## src/logic/dcs_pkg.sv

```systemverilog
package dcs_pkg;

	// ----------------------------------------------------------------
	// Register map.
	// ----------------------------------------------------------------
	localparam logic [7:0] DCS_OFF_CTRL_STAT = 8'hc8;
	localparam logic [7:0] DCS_OFF_SUPPORT = 8'hcc;
	localparam logic [7:0] DCS_OFF_AUX_STICKY = 8'hd0;

	// ----------------------------------------------------------------
	// Field positions.
	// ----------------------------------------------------------------
	localparam int DCS_CORR_EN_BIT = 0;
	localparam int DCS_NONFATAL_EN_BIT = 1;
	localparam int DCS_FATAL_EN_BIT = 2;
	localparam int DCS_UNSUP_EN_BIT = 3;
	localparam int DCS_PAYLOAD_LSB = 5;
	localparam int DCS_AUX_PM_EN_BIT = 10;
	localparam int DCS_ERR_DET_LSB = 16;
	localparam int DCS_AUX_DET_BIT = 20;

	// ----------------------------------------------------------------
	// Reset values.
	// ----------------------------------------------------------------
	localparam logic [3:0] DCS_RST_REPORT_EN = 4'h0;
	localparam logic [2:0] DCS_RST_PAYLOAD = 3'h0;
	localparam logic DCS_RST_AUX_PM_EN = 1'b0;
	localparam logic [3:0] DCS_RST_ERR_DET = 4'h0;
	localparam logic DCS_RST_AUX_DET = 1'b1;
	localparam logic [2:0] DCS_SUPPORT_STRAP_LO = 3'h1;
	localparam logic [2:0] DCS_SUPPORT_STRAP_HI = 3'h2;

	// ----------------------------------------------------------------
	// AXI4-Lite responses and channel carriers.
	// ----------------------------------------------------------------
	localparam logic [1:0] DCS_RESP_OKAY = 2'h0;
	localparam logic [1:0] DCS_RESP_SLVERR = 2'h2;

	typedef struct packed {
		logic [7:0] addr;
		logic [2:0] prot;
	} dcs_addr_s;

	typedef struct packed {
		logic [31:0] data;
		logic [3:0] strb;
	} dcs_wdata_s;

	typedef struct packed {
		logic [31:0] data;
		logic [1:0] resp;
	} dcs_rdata_s;

	// One-cycle error detection pulses from the port's receive logic.
	typedef struct packed {
		logic unsup;
		logic fatal;
		logic nonfatal;
		logic corr;
	} dcs_err_s;

endpackage : dcs_pkg

```

## src/logic/dcs_regs.sv

```systemverilog
// Implementation choice: the AXI4-Lite slave port.
`timescale 1ns/1ps

// Summary of operation
// - Bit 0 correctable reporting enable, RW, reset 0.
// - Bit 1 non-fatal reporting enable, RW, reset 0.
// - Bit 2 fatal reporting enable, RW, reset 0.
// - Bit 3 unsupported request enable, RW, reset 0.
// - Bit 4 relaxed ordering always reads zero.
// - Bits 7:5 payload size, RW, reset 000b.
// - Oversize payload write stores supported maximum.
// - Bits 8 and 9 always read zero.
// - Bit 10 aux power enable, sticky RW.
// - Bit 11 no-snoop enable reads zero.
// - Bits 14:12 read request size hardwired zero.
// - Bits 16..19 error flags, set, write-one-clear.
// - Flags set regardless of reporting enables.
// - Bit 20 aux power detected, RO, reset 1.
// - Bit 21 transactions pending hardwired zero.
// - Supported maximum resets from strap: 001b/010b.
module dcs_regs (
	input wire logic aclk,
	input wire logic aresetn,
	input wire logic sticky_resetn,
	input wire logic payload_size_strap,
	input wire logic aux_power_present,
	input wire dcs_pkg::dcs_err_s err_detect,
	input wire logic awvalid,
	output logic awready,
	input wire dcs_pkg::dcs_addr_s aw,
	input wire logic wvalid,
	output logic wready,
	input wire dcs_pkg::dcs_wdata_s w,
	output logic bvalid,
	input wire logic bready,
	output logic [1:0] bresp,
	input wire logic arvalid,
	output logic arready,
	input wire dcs_pkg::dcs_addr_s ar,
	output logic rvalid,
	input wire logic rready,
	output dcs_pkg::dcs_rdata_s r,
	output logic [3:0] report_en,
	output logic [2:0] payload_size,
	output logic aux_pm_en
);
	import dcs_pkg::*;

	// ----------------------------------------------------------------
	// Register state.
	// ----------------------------------------------------------------
	logic [3:0] report_en_q;
	logic [2:0] payload_q;
	logic aux_pm_en_q;
	logic [3:0] err_det_q;
	logic aux_det_q;
	logic [2:0] support_q;
	logic strap_q1;
	logic strap_q2;
	logic aux_q1;
	logic aux_q2;
	logic strap_load_q;

	// ----------------------------------------------------------------
	// Write channel.
	// ----------------------------------------------------------------
	logic aw_held_q;
	logic w_held_q;
	logic [7:0] waddr_q;
	dcs_wdata_s wdata_q;
	logic bvalid_q;
	logic [1:0] bresp_q;
	logic wr_fire;
	logic [31:0] wmask;
	logic [31:0] wval;

	// A write commits once both halves are held and no response is pending.
	assign wr_fire = aw_held_q && w_held_q && !bvalid_q;
	assign wval = wdata_q.data;

	// ----------------------------------------------------------------
	// Address decode.
	// ----------------------------------------------------------------
	logic wr_hit_ctrl;
	logic wr_hit_support;
	logic wr_hit_sticky;
	logic wr_mapped;

	assign wr_hit_ctrl = waddr_q == DCS_OFF_CTRL_STAT;
	assign wr_hit_support = waddr_q == DCS_OFF_SUPPORT;
	assign wr_hit_sticky = waddr_q == DCS_OFF_AUX_STICKY;
	assign wr_mapped = wr_hit_ctrl || wr_hit_support || wr_hit_sticky;

	always_comb begin
		for (int i = 0; i < 4; i++) begin
			wmask[i*8 +: 8] = {8{wdata_q.strb[i]}};
		end
	end

	always_ff @(posedge aclk) begin
		if (!aresetn) begin
			aw_held_q <= 1'b0;
			waddr_q <= 8'h00;
		end else if (awvalid && awready) begin
			aw_held_q <= 1'b1;
			waddr_q <= aw.addr;
		end else if (wr_fire) begin
			aw_held_q <= 1'b0;
		end
	end

	always_ff @(posedge aclk) begin
		if (!aresetn) begin
			w_held_q <= 1'b0;
			wdata_q <= '0;
		end else if (wvalid && wready) begin
			w_held_q <= 1'b1;
			wdata_q <= w;
		end else if (wr_fire) begin
			w_held_q <= 1'b0;
		end
	end

	always_ff @(posedge aclk) begin
		if (!aresetn) begin
			bvalid_q <= 1'b0;
			bresp_q <= DCS_RESP_OKAY;
		end else if (wr_fire) begin
			bvalid_q <= 1'b1;
			bresp_q <= wr_mapped ? DCS_RESP_OKAY : DCS_RESP_SLVERR;
		end else if (bready) begin
			bvalid_q <= 1'b0;
		end
	end

	// Ready is registered: it drops once an item is held and stays low until the
	// response has been taken, so that only one write is under way.
	always_ff @(posedge aclk) begin
		if (!aresetn) begin
			awready <= 1'b0;
		end else begin
			awready <= !(aw_held_q || (awvalid && awready)) && !wr_fire &&
				!(bvalid_q && !bready);
		end
	end

	always_ff @(posedge aclk) begin
		if (!aresetn) begin
			wready <= 1'b0;
		end else begin
			wready <= !(w_held_q || (wvalid && wready)) && !wr_fire &&
				!(bvalid_q && !bready);
		end
	end

	assign bvalid = bvalid_q;
	assign bresp = bresp_q;

	logic wr_ctrl;
	assign wr_ctrl = wr_fire && wr_hit_ctrl;

	// ----------------------------------------------------------------
	// Strap and presence synchronisers.
	// ----------------------------------------------------------------
	always_ff @(posedge aclk) begin
		strap_q1 <= payload_size_strap;
		strap_q2 <= strap_q1;
		aux_q1 <= aux_power_present;
		aux_q2 <= aux_q1;
	end

	// The supported maximum is loaded from the strap in the first cycle after reset.
	always_ff @(posedge aclk) begin
		if (!aresetn) begin
			strap_load_q <= 1'b1;
			support_q <= DCS_SUPPORT_STRAP_LO;
		end else if (strap_load_q) begin
			strap_load_q <= 1'b0;
			support_q <= strap_q2 ? DCS_SUPPORT_STRAP_HI : DCS_SUPPORT_STRAP_LO;
		end else if (wr_fire && wr_hit_support && wdata_q.strb[0]) begin
			support_q <= wval[2:0];
		end
	end

	// ----------------------------------------------------------------
	// Payload clamp.
	// ----------------------------------------------------------------
	logic [2:0] payload_wr;
	logic [2:0] payload_clamped;

	assign payload_wr = wval[DCS_PAYLOAD_LSB +: 3];
	// A code above the supported maximum is replaced by the maximum itself.
	assign payload_clamped = (payload_wr > support_q) ? support_q : payload_wr;

	// ----------------------------------------------------------------
	// Control fields.
	// ----------------------------------------------------------------
	always_ff @(posedge aclk) begin
		if (!aresetn) begin
			report_en_q <= DCS_RST_REPORT_EN;
		end else if (wr_ctrl) begin
			for (int i = 0; i < 4; i++) begin
				if (wmask[DCS_CORR_EN_BIT + i]) begin
					report_en_q[i] <= wval[DCS_CORR_EN_BIT + i];
				end
			end
		end
	end

	always_ff @(posedge aclk) begin
		if (!aresetn) begin
			payload_q <= DCS_RST_PAYLOAD;
		end else if (wr_ctrl && wmask[DCS_PAYLOAD_LSB]) begin
			payload_q <= payload_clamped;
		end
	end

	// Only the auxiliary power domain reset clears this bit.
	always_ff @(posedge aclk) begin
		if (!sticky_resetn) begin
			aux_pm_en_q <= DCS_RST_AUX_PM_EN;
		end else if (wr_ctrl && wmask[DCS_AUX_PM_EN_BIT]) begin
			aux_pm_en_q <= wval[DCS_AUX_PM_EN_BIT];
		end
	end

	// ----------------------------------------------------------------
	// Status fields.
	// ----------------------------------------------------------------
	logic [3:0] err_clr;
	// A one written in the lane-2 byte clears the matching flag.
	assign err_clr = (wr_ctrl && wmask[DCS_ERR_DET_LSB]) ? wval[DCS_ERR_DET_LSB +: 4] : 4'h0;

	// A detection in the cycle of a clear wins, so no new error is lost.
	always_ff @(posedge aclk) begin
		if (!aresetn) begin
			err_det_q <= DCS_RST_ERR_DET;
		end else begin
			for (int k = 0; k < 4; k++) begin
				if (err_detect[k]) begin
					err_det_q[k] <= 1'b1;
				end else if (err_clr[k]) begin
					err_det_q[k] <= 1'b0;
				end
			end
		end
	end

	always_ff @(posedge aclk) begin
		if (!aresetn) begin
			aux_det_q <= DCS_RST_AUX_DET;
		end else begin
			aux_det_q <= aux_q2;
		end
	end

	// ----------------------------------------------------------------
	// Read channel.
	// ----------------------------------------------------------------
	logic [31:0] ctrl_stat_word;

	// Hardwired and reserved bits are left at zero.
	always_comb begin
		ctrl_stat_word = 32'h0000_0000;
		ctrl_stat_word[DCS_CORR_EN_BIT +: 4] = report_en_q;
		ctrl_stat_word[DCS_PAYLOAD_LSB +: 3] = payload_q;
		ctrl_stat_word[DCS_AUX_PM_EN_BIT] = aux_pm_en_q;
		ctrl_stat_word[DCS_ERR_DET_LSB +: 4] = err_det_q;
		ctrl_stat_word[DCS_AUX_DET_BIT] = aux_det_q;
	end

	// ----------------------------------------------------------------
	// Read data select.
	// ----------------------------------------------------------------
	dcs_rdata_s rd_next;

	// Unmapped offsets answer with an error and all-zero data.
	always_comb begin
		rd_next = '{data: 32'h0000_0000, resp: DCS_RESP_SLVERR};
		case (ar.addr)
			DCS_OFF_CTRL_STAT: begin
				rd_next = '{data: ctrl_stat_word, resp: DCS_RESP_OKAY};
			end
			DCS_OFF_SUPPORT: begin
				rd_next = '{data: {29'h0, support_q}, resp: DCS_RESP_OKAY};
			end
			DCS_OFF_AUX_STICKY: begin
				rd_next = '{data: {31'h0, aux_pm_en_q}, resp: DCS_RESP_OKAY};
			end
			default: begin
				rd_next = '{data: 32'h0000_0000, resp: DCS_RESP_SLVERR};
			end
		endcase
	end

	always_ff @(posedge aclk) begin
		if (!aresetn) begin
			arready <= 1'b0;
			rvalid <= 1'b0;
			r <= '0;
		end else if (rvalid) begin
			if (rready) begin
				rvalid <= 1'b0;
				arready <= 1'b1;
			end
		end else if (arvalid && arready) begin
			arready <= 1'b0;
			rvalid <= 1'b1;
			r <= rd_next;
		end else begin
			arready <= 1'b1;
		end
	end

	// ----------------------------------------------------------------
	// Outputs to the port logic.
	// ----------------------------------------------------------------
	// Copies for the port logic lag the registers by one cycle.
	always_ff @(posedge aclk) begin
		if (!aresetn) begin
			report_en <= DCS_RST_REPORT_EN;
		end else begin
			report_en <= report_en_q;
		end
	end

	always_ff @(posedge aclk) begin
		if (!aresetn) begin
			payload_size <= DCS_RST_PAYLOAD;
		end else begin
			payload_size <= payload_q;
		end
	end

	always_ff @(posedge aclk) begin
		if (!aresetn) begin
			aux_pm_en <= DCS_RST_AUX_PM_EN;
		end else begin
			aux_pm_en <= aux_pm_en_q;
		end
	end

endmodule : dcs_regs

```

## config.mk

```make
export PLATFORM = sky130hd
export DESIGN_NAME = dcs_regs
export DESIGN_NICKNAME = d
export VERILOG_FILES = /design/src/logic/dcs_pkg.sv /design/src/logic/dcs_regs.sv
export SDC_FILE = /design/constraint.sdc
export NUM_CORES = 1
export LEC_CHECK = 0
export BUFFER_PORTS_ARGS = -buffer_cell sky130_fd_sc_hd__buf_4
export CAP_MARGIN = 20
export CORE_ASPECT_RATIO = 2
export CORE_MARGIN = 1.5
export CORE_UTILIZATION = 47
export CTS_CLUSTER_SIZE = 16
export DETAILED_ROUTE_END_ITERATION = 10
export PLACE_DENSITY = 0.79
export REMOVE_ABC_BUFFERS = 1
export SETUP_SLACK_MARGIN = 0.1
export SLEW_MARGIN = 20
export SYNTH_ARGS = -nofsm -noshare
export SYNTH_HDL_FRONTEND = slang
export SYNTH_SLANG_ARGS = --single-unit
```

## constraint.sdc

```tcl
create_clock -name aclk -period 2.2 [get_ports aclk]
set_input_delay 0.22 -clock aclk [delete_from_list [all_inputs] [get_ports aclk]]
set_output_delay 0.22 -clock aclk [all_outputs]
set_load 0.005 [all_outputs]
```

# [Yosys cells after proc, flatten, opt, wreduce, memory -nomap -nowiden]
# Index checks and enable logic that the tools add are counted.
[totals] register_bits=103 input_bits=72 output_inout_bits=49 elab_cells=102
[classes] n_lt_le_gt_ge=1 n_eq_ne=7 muxes=27 n_bitwise=1 n_reduce_logical=36
[op_table] operator="$pmux 23 s3" count=1
[op_table] operator="$eq 8x8->1 const B" count=6
[op_table] operator="$mux 1" count=20
[op_table] operator="$logic_and 1x1->1" count=16
[op_table] operator="$reduce_bool 2->1" count=8
[op_table] operator="$mux 3" count=3
[op_table] operator="$logic_not 1->1" count=6
[op_table] operator="$logic_or 1x1->1" count=4
[op_table] operator="$mux 2" count=2
[op_table] operator="$mux 4" count=1
[op_table] operator="$reduce_and 2->1" count=2
[op_table] operator="$gt 3x3->1" count=1
[op_table] operator="$ne 2x1->1 const B" count=1
[op_table] operator="$not 1->1" count=1

# [Logic depth before layout (Yosys ltp)]
# Gate-level depths: netlist of run 1.
[depth] word_depth=7 depth_mapped=6 mapped_depth_nobuf=6

# [Least setup slack after synthesis of run 1]
# Ideal clock, no wire load.
[synth_timing] kind="reg-to-reg" start="reg support_q[1]" end="reg payload_q[0]" setup_ps=74 arrival_ps=1466 required_ps=2126 slack_ps=660 path_stages_with_launch=7 n_path_buf=0 period_less_slack_ps=1540 path_cell_list="dfxtp_1 > inv_1 > ha_1 > nand3_1 > o21ai_0 > or3b_2 > a31oi_1"
[synth_between] elab_chain_cells=2
[synth_rtl] element="start, declared" line="dcs_regs.sv:57" rtl="logic [2:0] support_q;"
[synth_rtl] element="start signal, assigned" line="dcs_regs.sv:179" rtl="support_q <= strap_q2 ? DCS_SUPPORT_STRAP_HI : DCS_SUPPORT_STRAP_LO;"
[synth_rtl] element="start signal, assigned" line="dcs_regs.sv:181" rtl="support_q <= wval[2:0];"
[synth_rtl] element="$gt 3x3->1" line="dcs_regs.sv:193" rtl="assign payload_clamped = (payload_wr > support_q) ? support_q : payload_wr;"
[synth_rtl] element="$mux 3" line="dcs_regs.sv:193"
[synth_rtl] element="end signal, assigned" line="dcs_regs.sv:214" rtl="payload_q <= payload_clamped;"
[synth_rtl] element="end, declared" line="dcs_regs.sv:53" rtl="logic [2:0] payload_q;"
# Every way passes these cells.
# A chain may end at the register's enable or synchronous reset.

# [Final worst setup path of run 1]
[layout_timing] start="reg waddr_q[5]" end="reg report_en_q[3]"
[layout_between] elab_chain_cells=3
[layout_rtl] element="start, declared" line="dcs_regs.sv:69" rtl="logic [7:0] waddr_q;"
[layout_rtl] element="start signal, assigned" line="dcs_regs.sv:106" rtl="waddr_q <= aw.addr;"
[layout_rtl] element="$eq 8x8->1" line="dcs_regs.sv:89" rtl="assign wr_hit_ctrl = waddr_q == DCS_OFF_CTRL_STAT;"
[layout_rtl] element="$logic_and 1x1->1" line="dcs_regs.sv:160" rtl="assign wr_ctrl = wr_fire && wr_hit_ctrl;"
[layout_rtl] element="$reduce_and 2->1 (no line)"
[layout_rtl] element="end signal, assigned by index" line="dcs_regs.sv:204" rtl="report_en_q[i] <= wval[DCS_CORR_EN_BIT + i];"
[layout_rtl] element="end, declared" line="dcs_regs.sv:52" rtl="logic [3:0] report_en_q;"
# Every way passes these cells.

==> results of run 1 <==
-- worst max-delay path by stage --
stage,to,slack (ns),cells after the start
after floorplan,report_en_q[0]$_SDFFE_PN0P_,0.66,4
after global placement,report_en_q[1]$_SDFFE_PN0P_,0.47,4
after detailed placement,report_en_q[3]$_SDFFE_PN0P_,0.41,4
after CTS,report_en_q[2]$_SDFFE_PN0P_,0.38,4
after global routing,payload_q[2]$_SDFFE_PN0P_,0.21,4
final,report_en_q[3]$_SDFFE_PN0P_,0.41,4
-- per-stage QoR --
step | std cells | area [um2] | util
after floorplan | 296 | 2780 | -
after global placement | 433 | 3410 | 0.568
after detailed placement | 433 | 3410 | 0.568
after CTS | 451 | 3730 | 0.622
after global routing | 451 | 3730 | 0.622
final | 451 | 3730 | 0.622
-- registers in the layout (all words and copies together) (netlist names), 3 cells and up --
name          count
payload_q         3
report_en         4
waddr_q           8
wval             12
report_en_q       4
wdata_q           3
err_det_q         4
payload_size      3
r                14
support_q         3
-- final cells by class --
| cell class | count | area, um2 |
|---|---|---|
| repair buffers | 76 | 576 |
| fillers | 543 | 2270 |
| multi-input cells | 210 | 1250 |
| clock inverters | 5 | 52.6 |
| flip-flops and latches | 74 | 1480 |
| well taps | 63 | 78.8 |
| clock buffers | 11 | 253 |
| inverters | 12 | 45.0 |
-- power breakdown --
group,switching (mW),internal [mW],leakage [nW]
Clock,0.527,0.932,0.151
Sequential,0.0330,1.39,0.604
Combinational,0.110,0.110,0.837
-- metal layers --
metal | part of all wire | vias up
met5 | 0 | -
met4 | 0.017 | 0
met3 | 0.045 | 6
met2 | 0.55 | 75
met1 | 0.38 | 1040
li1 | - | 1181
-- cell families (layout without fill, tap and decap cells) --
logic type | Yosys count | after routing | synth area share
AOI/OAI and AO/OA | 68 | 68 | 0.141
adders and majority gates | 3 | 3 | 0.0129
buffers and inverters | 47 | 104 | 0.0885
DFF | 74 | 74 | 0.509
muxes | 10 | 10 | 0.0348
other | 1 | 21 | 0.00129
and+or+nand+nor | 108 | 108 | 0.213
-- what timing repair did --
action,4_1_cts,5_1_grt
buffers inserted,0,0
setup endpoints to repair,0,0
hold buffers,2,0
endpoints found under the hold margin,2,0
gates resized for setup,0,0
-- worst reg2reg max path, delay by kind of cell (launching register included) --
family | cells | cell delay, ns
simple gates | 3 | 1.11
flops | 1 | 0.30
mux | 1 | 0.25
-- placed cells by master, fill, tap and decap left out, drive strengths merged, types with 4 or more instances in the layout --
master and n:
nor3 6, conb 21, nand2 51, a21oi 30
a31oi 7, and2 11, a22o 10, nor2 8
o21ai 14, nand2b 4, mux2i 9, nand4bb 4
dfxtp 74, buf 74, inv 12, nor2b 4
nor4 7, clkbuf 11
==> results.sh, run 1 <==
export IMPL_hp_class="in -> reg"
export IMPL_worst_path_max_delay_cell="nor4_4"
export IMPL_r2r_slack_ns=0.41
export IMPL_p_total_mw=3.10
export IMPL_synth_common_cells="74 x dfxtp_1, 51 x nand2_1, 30 x a21oi_1"
export IMPL_timing_final_crit_share=0.812
export IMPL_die_area_um2=6710
export IMPL_place_hpwl_um=4100
export IMPL_crit_chain="nand4bb_1 -> nor4_4 -> mux2i_1 -> nor2_1"
export IMPL_drt_iter0_markers=53
export IMPL_grt_use_met3=0.0508
export IMPL_worstPathRequired_ns=2.40
export IMPL_grtUsageMet1=0.188
export IMPL_arrival_ns=1.99
export IMPL_diodes=0
export IMPL_path_clk_slew_ns=0.06
export IMPL_fin_crit_ns=1.79
export IMPL_grt_ovfl_total=0
export IMPL_fin_skew_ns=0.00513
export IMPL_ant_nets=0
export IMPL_rsz0062_at_grt="false"
export IMPL_netlist_top_cells_area="dfxtp_1 51%, nand2_1 6.6%, buf_4 5.4%"
export IMPL_worst_hold_path_endpoint="aux_pm_en_q$_SDFFE_PN0P_"
export IMPL_max_freq_ghz=0.560
export IMPL_maxCapViolCount=0
export IMPL_run_status="finished, final reports clean"
export IMPL_p_leak_nw=1.59
export IMPL_r2r_start="waddr_q[5]$_SDFFE_PN0P_"
export IMPL_num_rows=40
export IMPL_yosys_warnings=0
export IMPL_setup_slack_ns=0.413
export IMPL_fp_coreArea_um2=6010
export IMPL_pre_cts_slack_ns=0.410
export IMPL_critPathBufInv=0
export IMPL_vdd_drop_max_v=0.000543
export IMPL_num_io_pins=121
export IMPL_synth_edf_count=0
export IMPL_grt_max_degree=40
export IMPL_hold_ws_ns=0.108
export IMPL_power_density_nw_per_um2=830
export IMPL_synth_area_um2=2910
export IMPL_synth_seq_cells=74
export IMPL_track_usage=0.185
export IMPL_min_from="sticky_resetn"
export IMPL_die_height_um=114
export IMPL_synth_avg_cell_area_um2=9.37
export IMPL_critPathMaxStageDelay_ns=0.63
export IMPL_ys_types=39
export IMPL_r2r_end="report_en_q[3]$_SDFFE_PN0P_"
export IMPL_cts_buffers=9
export IMPL_nets=458
export IMPL_yosysSeqAreaShare=0.509
export IMPL_antenna_found_initial=0
export IMPL_numPortBuffers=72
export IMPL_setup_viol=0
export IMPL_synthArstFlopShare=0
export IMPL_cp_start_kind="flop"
export IMPL_area_delta_synth_final_pct=28.2
export IMPL_synth_top_cell_area_share=0.509
export IMPL_clock_sinks=74
export IMPL_post_drt_wl_per_cell_um=12.6
export IMPL_grtUsageMet2=0.330
export IMPL_worst_slew_pin_slew_ns=0.571
export IMPL_grt_pass1_vias=2184
export IMPL_htreeDepth=3
export IMPL_yosysTopAreaCell="dfxtp_1"
export IMPL_crit_type="reg -> reg"
export IMPL_grt_busiest_layer="met2"
export IMPL_synth_most_common_cell="dfxtp_1"
export IMPL_syn_inst=311
export IMPL_drc=0
export IMPL_worstPathMaxFanout=7
export IMPL_die_w_um=58.7
export IMPL_gp_congestion=0.789
export IMPL_cp_top_family="simple AND/OR/NAND/NOR gates"
export IMPL_synth_flop_cell="dfxtp_1"
export IMPL_setup_tns_ns=0
export IMPL_clk_latency_ns=0.33
export IMPL_hold_path_depth=2
export IMPL_cp_startpoint="waddr_q[5]$_SDFFE_PN0P_"
export IMPL_dr_pass1_iters=6
export IMPL_drv_slew=0
export IMPL_wirelength_um=5690
export IMPL_hold_viol_final=0
export IMPL_end_kind="flop"
export IMPL_routed_via_density=5.10
export IMPL_via_count=2302
export IMPL_drive_above_1_share=0.250
export IMPL_start_util=0.485
export IMPL_cts_root_buffer="clkbuf_16"
export IMPL_grt_pass1_wl_um=9360
export IMPL_cts_max_path_buffers=2
export IMPL_cts_tree="done"
export IMPL_relSlewSlack=0.617
export IMPL_reg2regPathDepth=4
Note: power is estimated with default switching activity, not from simulation.
==> run 2: changes to the inputs <==
--- a/config.mk
+++ b/config.mk
@@ -5,14 +5,15 @@
 export SDC_FILE = /design/constraint.sdc
 export NUM_CORES = 1
 export LEC_CHECK = 0
+export ABC_AREA = 1
 export BUFFER_PORTS_ARGS = -buffer_cell sky130_fd_sc_hd__buf_4
 export CAP_MARGIN = 20
 export CORE_ASPECT_RATIO = 2
 export CORE_MARGIN = 1.5
-export CORE_UTILIZATION = 47
+export CORE_UTILIZATION = 43
 export CTS_CLUSTER_SIZE = 16
 export DETAILED_ROUTE_END_ITERATION = 10
-export PLACE_DENSITY = 0.79
+export PLACE_DENSITY = 0.75
 export REMOVE_ABC_BUFFERS = 1
 export SETUP_SLACK_MARGIN = 0.1
 export SLEW_MARGIN = 20
==> constraint.sdc (replaced) <==
create_clock -name aclk -period 1.6 [get_ports aclk]
set_input_delay 0.16 -clock aclk [delete_from_list [all_inputs] [get_ports aclk]]
set_output_delay 0.16 -clock aclk [all_outputs]
set_load 0.005 [all_outputs]
==> results.sh, run 2 <==
export IMPL_run_status="finished, final reports clean"
export IMPL_antenna_found_initial=0
export IMPL_synth_xor_area_share=0
export IMPL_synthArstFlopShare=0
export IMPL_area_delta_synth_final_pct=29.5
export IMPL_vdd_drop_max_v=0.000739
export IMPL_synth_top_family_by_area="simple AND/OR/NAND/NOR gates"
export IMPL_die_w_um=62.1
export IMPL_dr_pass1_iters=4
export IMPL_die_area_um2=7530
export IMPL_routed_via_density=4.69
export IMPL_drv_slew=0
export IMPL_timing_final_crit_share=0.866
export IMPL_hold_ws_ns=0.0598
export IMPL_gp_congestion=0.890
export IMPL_layout_common_cells="76 x buf_4, 73 x dfxtp_1, 63 x nand2_1"
export IMPL_fill_cells=639
export IMPL_place_hpwl_um=4480
export IMPL_fin_skew_ns=0.00513
export IMPL_muxShareOfSynthArea=0
export IMPL_synth_compound_area_share=0.147
export IMPL_wirelength_um=6350
export IMPL_end_kind="flop"
export IMPL_post_cts_setup_buffer_count=0
export IMPL_grt_max_degree=45
export IMPL_final_cell_count_no_fill=553
export IMPL_worstPathMaxFanout=6
export IMPL_arrival_ns=1.61
export IMPL_clock_sinks=74
export IMPL_fp_coreArea_um2=6830
export IMPL_grt_pass1_vias=2436
export IMPL_yosys_warnings=0
export IMPL_drc=0
export IMPL_htreeDepth=3
export IMPL_track_usage=0.178
export IMPL_final_common_cell="buf_4"
export IMPL_max_freq_ghz=0.721
export IMPL_synth_common_cells="74 x dfxtp_1, 64 x nand2_1, 42 x nor2_1"
export IMPL_synthSimpleGateAreaFrac=0.227
export IMPL_diodes=0
export IMPL_synth_top_cell_area_share=0.493
export IMPL_worstPathRequired_ns=1.82
export IMPL_die_height_um=121
export IMPL_post_drt_wl_per_cell_um=11.5
export IMPL_synth_avg_cell_area_um2=7.89
export IMPL_drive_above_1_share=0.235
export IMPL_synth_flop_cell="dfxtp_1"
export IMPL_crit_type="reg -> reg"
export IMPL_yosysTopAreaCell="dfxtp_1"
export IMPL_ant_nets=0
export IMPL_clk_latency_ns=0.33
export IMPL_synth_area_um2=3010
export IMPL_syn_inst=381
export IMPL_via_count=2596
export IMPL_ys_types=27
export IMPL_setup_viol=0
export IMPL_p_leak_nw=1.87
export IMPL_num_io_pins=121
export IMPL_path_clk_slew_ns=0.06
export IMPL_num_rows=43
export IMPL_yosysSeqAreaShare=0.493
export IMPL_cts_max_path_buffers=2
export IMPL_setup_tns_ns=0
export IMPL_synth_most_common_cell="dfxtp_1"
export IMPL_hold_viol_final=0
export IMPL_synth_adder_area_share=0.0125
export IMPL_hp_class="in -> reg"
export IMPL_fin_crit_ns=1.39
export IMPL_grt_ovfl_total=0
export IMPL_grt_pass1_wl_um=10700
export IMPL_maxCapViolCount=0
export IMPL_synth_seq_cells=74
export IMPL_cts_tree="done"
export IMPL_netlist_top_cells_area="dfxtp_1 49%, nand2_1 8.0%, o21ai_0 6.3%"
export IMPL_numPortBuffers=72
export IMPL_dp_cells=535
export IMPL_cts_buffers=9
export IMPL_rsz0062_at_grt="false"
export IMPL_largest_register_ffs=14
export IMPL_start_util=0.440
export IMPL_cp_start_kind="flop"
export IMPL_cts_root_buffer="clkbuf_16"
export IMPL_max_flop_register="r"
export IMPL_nets=533
export IMPL_synth_edf_count=0
export IMPL_power_density_nw_per_um2=1140
export IMPL_drt_iter0_markers=88
-- run 2: layout make-up --
type,count,area [um2],share of cell area
Inverter,41,154,0.0395
Tap cell,90,113,0.0289
Timing Repair Buffer,78,591,0.152
Clock inverter,2,35.0,0.00900
Clock buffer,14,264,0.0678
Multi-Input combinational cell,254,1250,0.322
Sequential cell,74,1480,0.381
-- run 2: worst max-delay path: stages, from the launching register on --
cell      delay [ns]
dfxtp_2         0.34
inv_1           0.08
ha_4            0.28
nand2_1         0.05
o21ai_1         0.14
nand2_2         0.11
o211ai_1        0.20
nand2_1         0.06
-- run 2: logic make-up after synthesis --
logic type	count (synthesis)
other	1
and+or+nand+nor	147
AOI/OAI and AO/OA	83
adders and majority gates	3
DFF	74
buffers and inverters	73
-- run 2: repair_timing --
action,CTS,global route
setup endpoints to repair,3,3
hold buffers,2,0
hold endpoints to repair,2,0
pin swaps,2,2
gates resized for setup,2,2
-- run 2: path summary, 6_finish.rpt --
path,startpoint,end,slack [ns],cells after the start
max,support_q[2]$_SDFFE_PN0P_,payload_q[2]$_SDFFE_PN0P_,0.21,7
min,sticky_resetn,aux_pm_en_q$_SDFFE_PN0P_,0.06,3
max reg2reg,support_q[2]$_SDFFE_PN0P_,payload_q[2]$_SDFFE_PN0P_,0.21,7
min reg2reg,aux_q1$_DFF_P_,aux_q2$_DFF_P_,0.33,0
-- run 2: power by group --
group / switching, mW / total (mW) / internal, mW / leakage, nW
registers: 0.0570 / 2.00 / 1.94 / 0.607
clock network: 0.719 / 2.01 / 1.29 / 0.147
logic: 0.223 / 0.420 / 0.197 / 1.12
-- run 2: stage by stage --
step           cell area, um2  worst slack, ns   util  power [mW]
6_report                 3890            0.214  0.570        4.43
5_1_grt                  3890            0.118  0.570        4.61
4_1_cts                  3890            0.127  0.569        4.45
3_5_place_dp             3560            0.117  0.521        2.44
3_3_place_gp             3560            0.154  0.521        2.43
2_1_floorplan            2870            0.280      -        2.24
-- run 2: metal layers --
layer,GRT usage,vias to the layer above,part of all wire
li1,-,1348,-
met1,0.212,1151,0.43
met2,0.298,83,0.49
met3,0.0473,14,0.055
met4,0.0847,0,0.024
met5,0,-,0
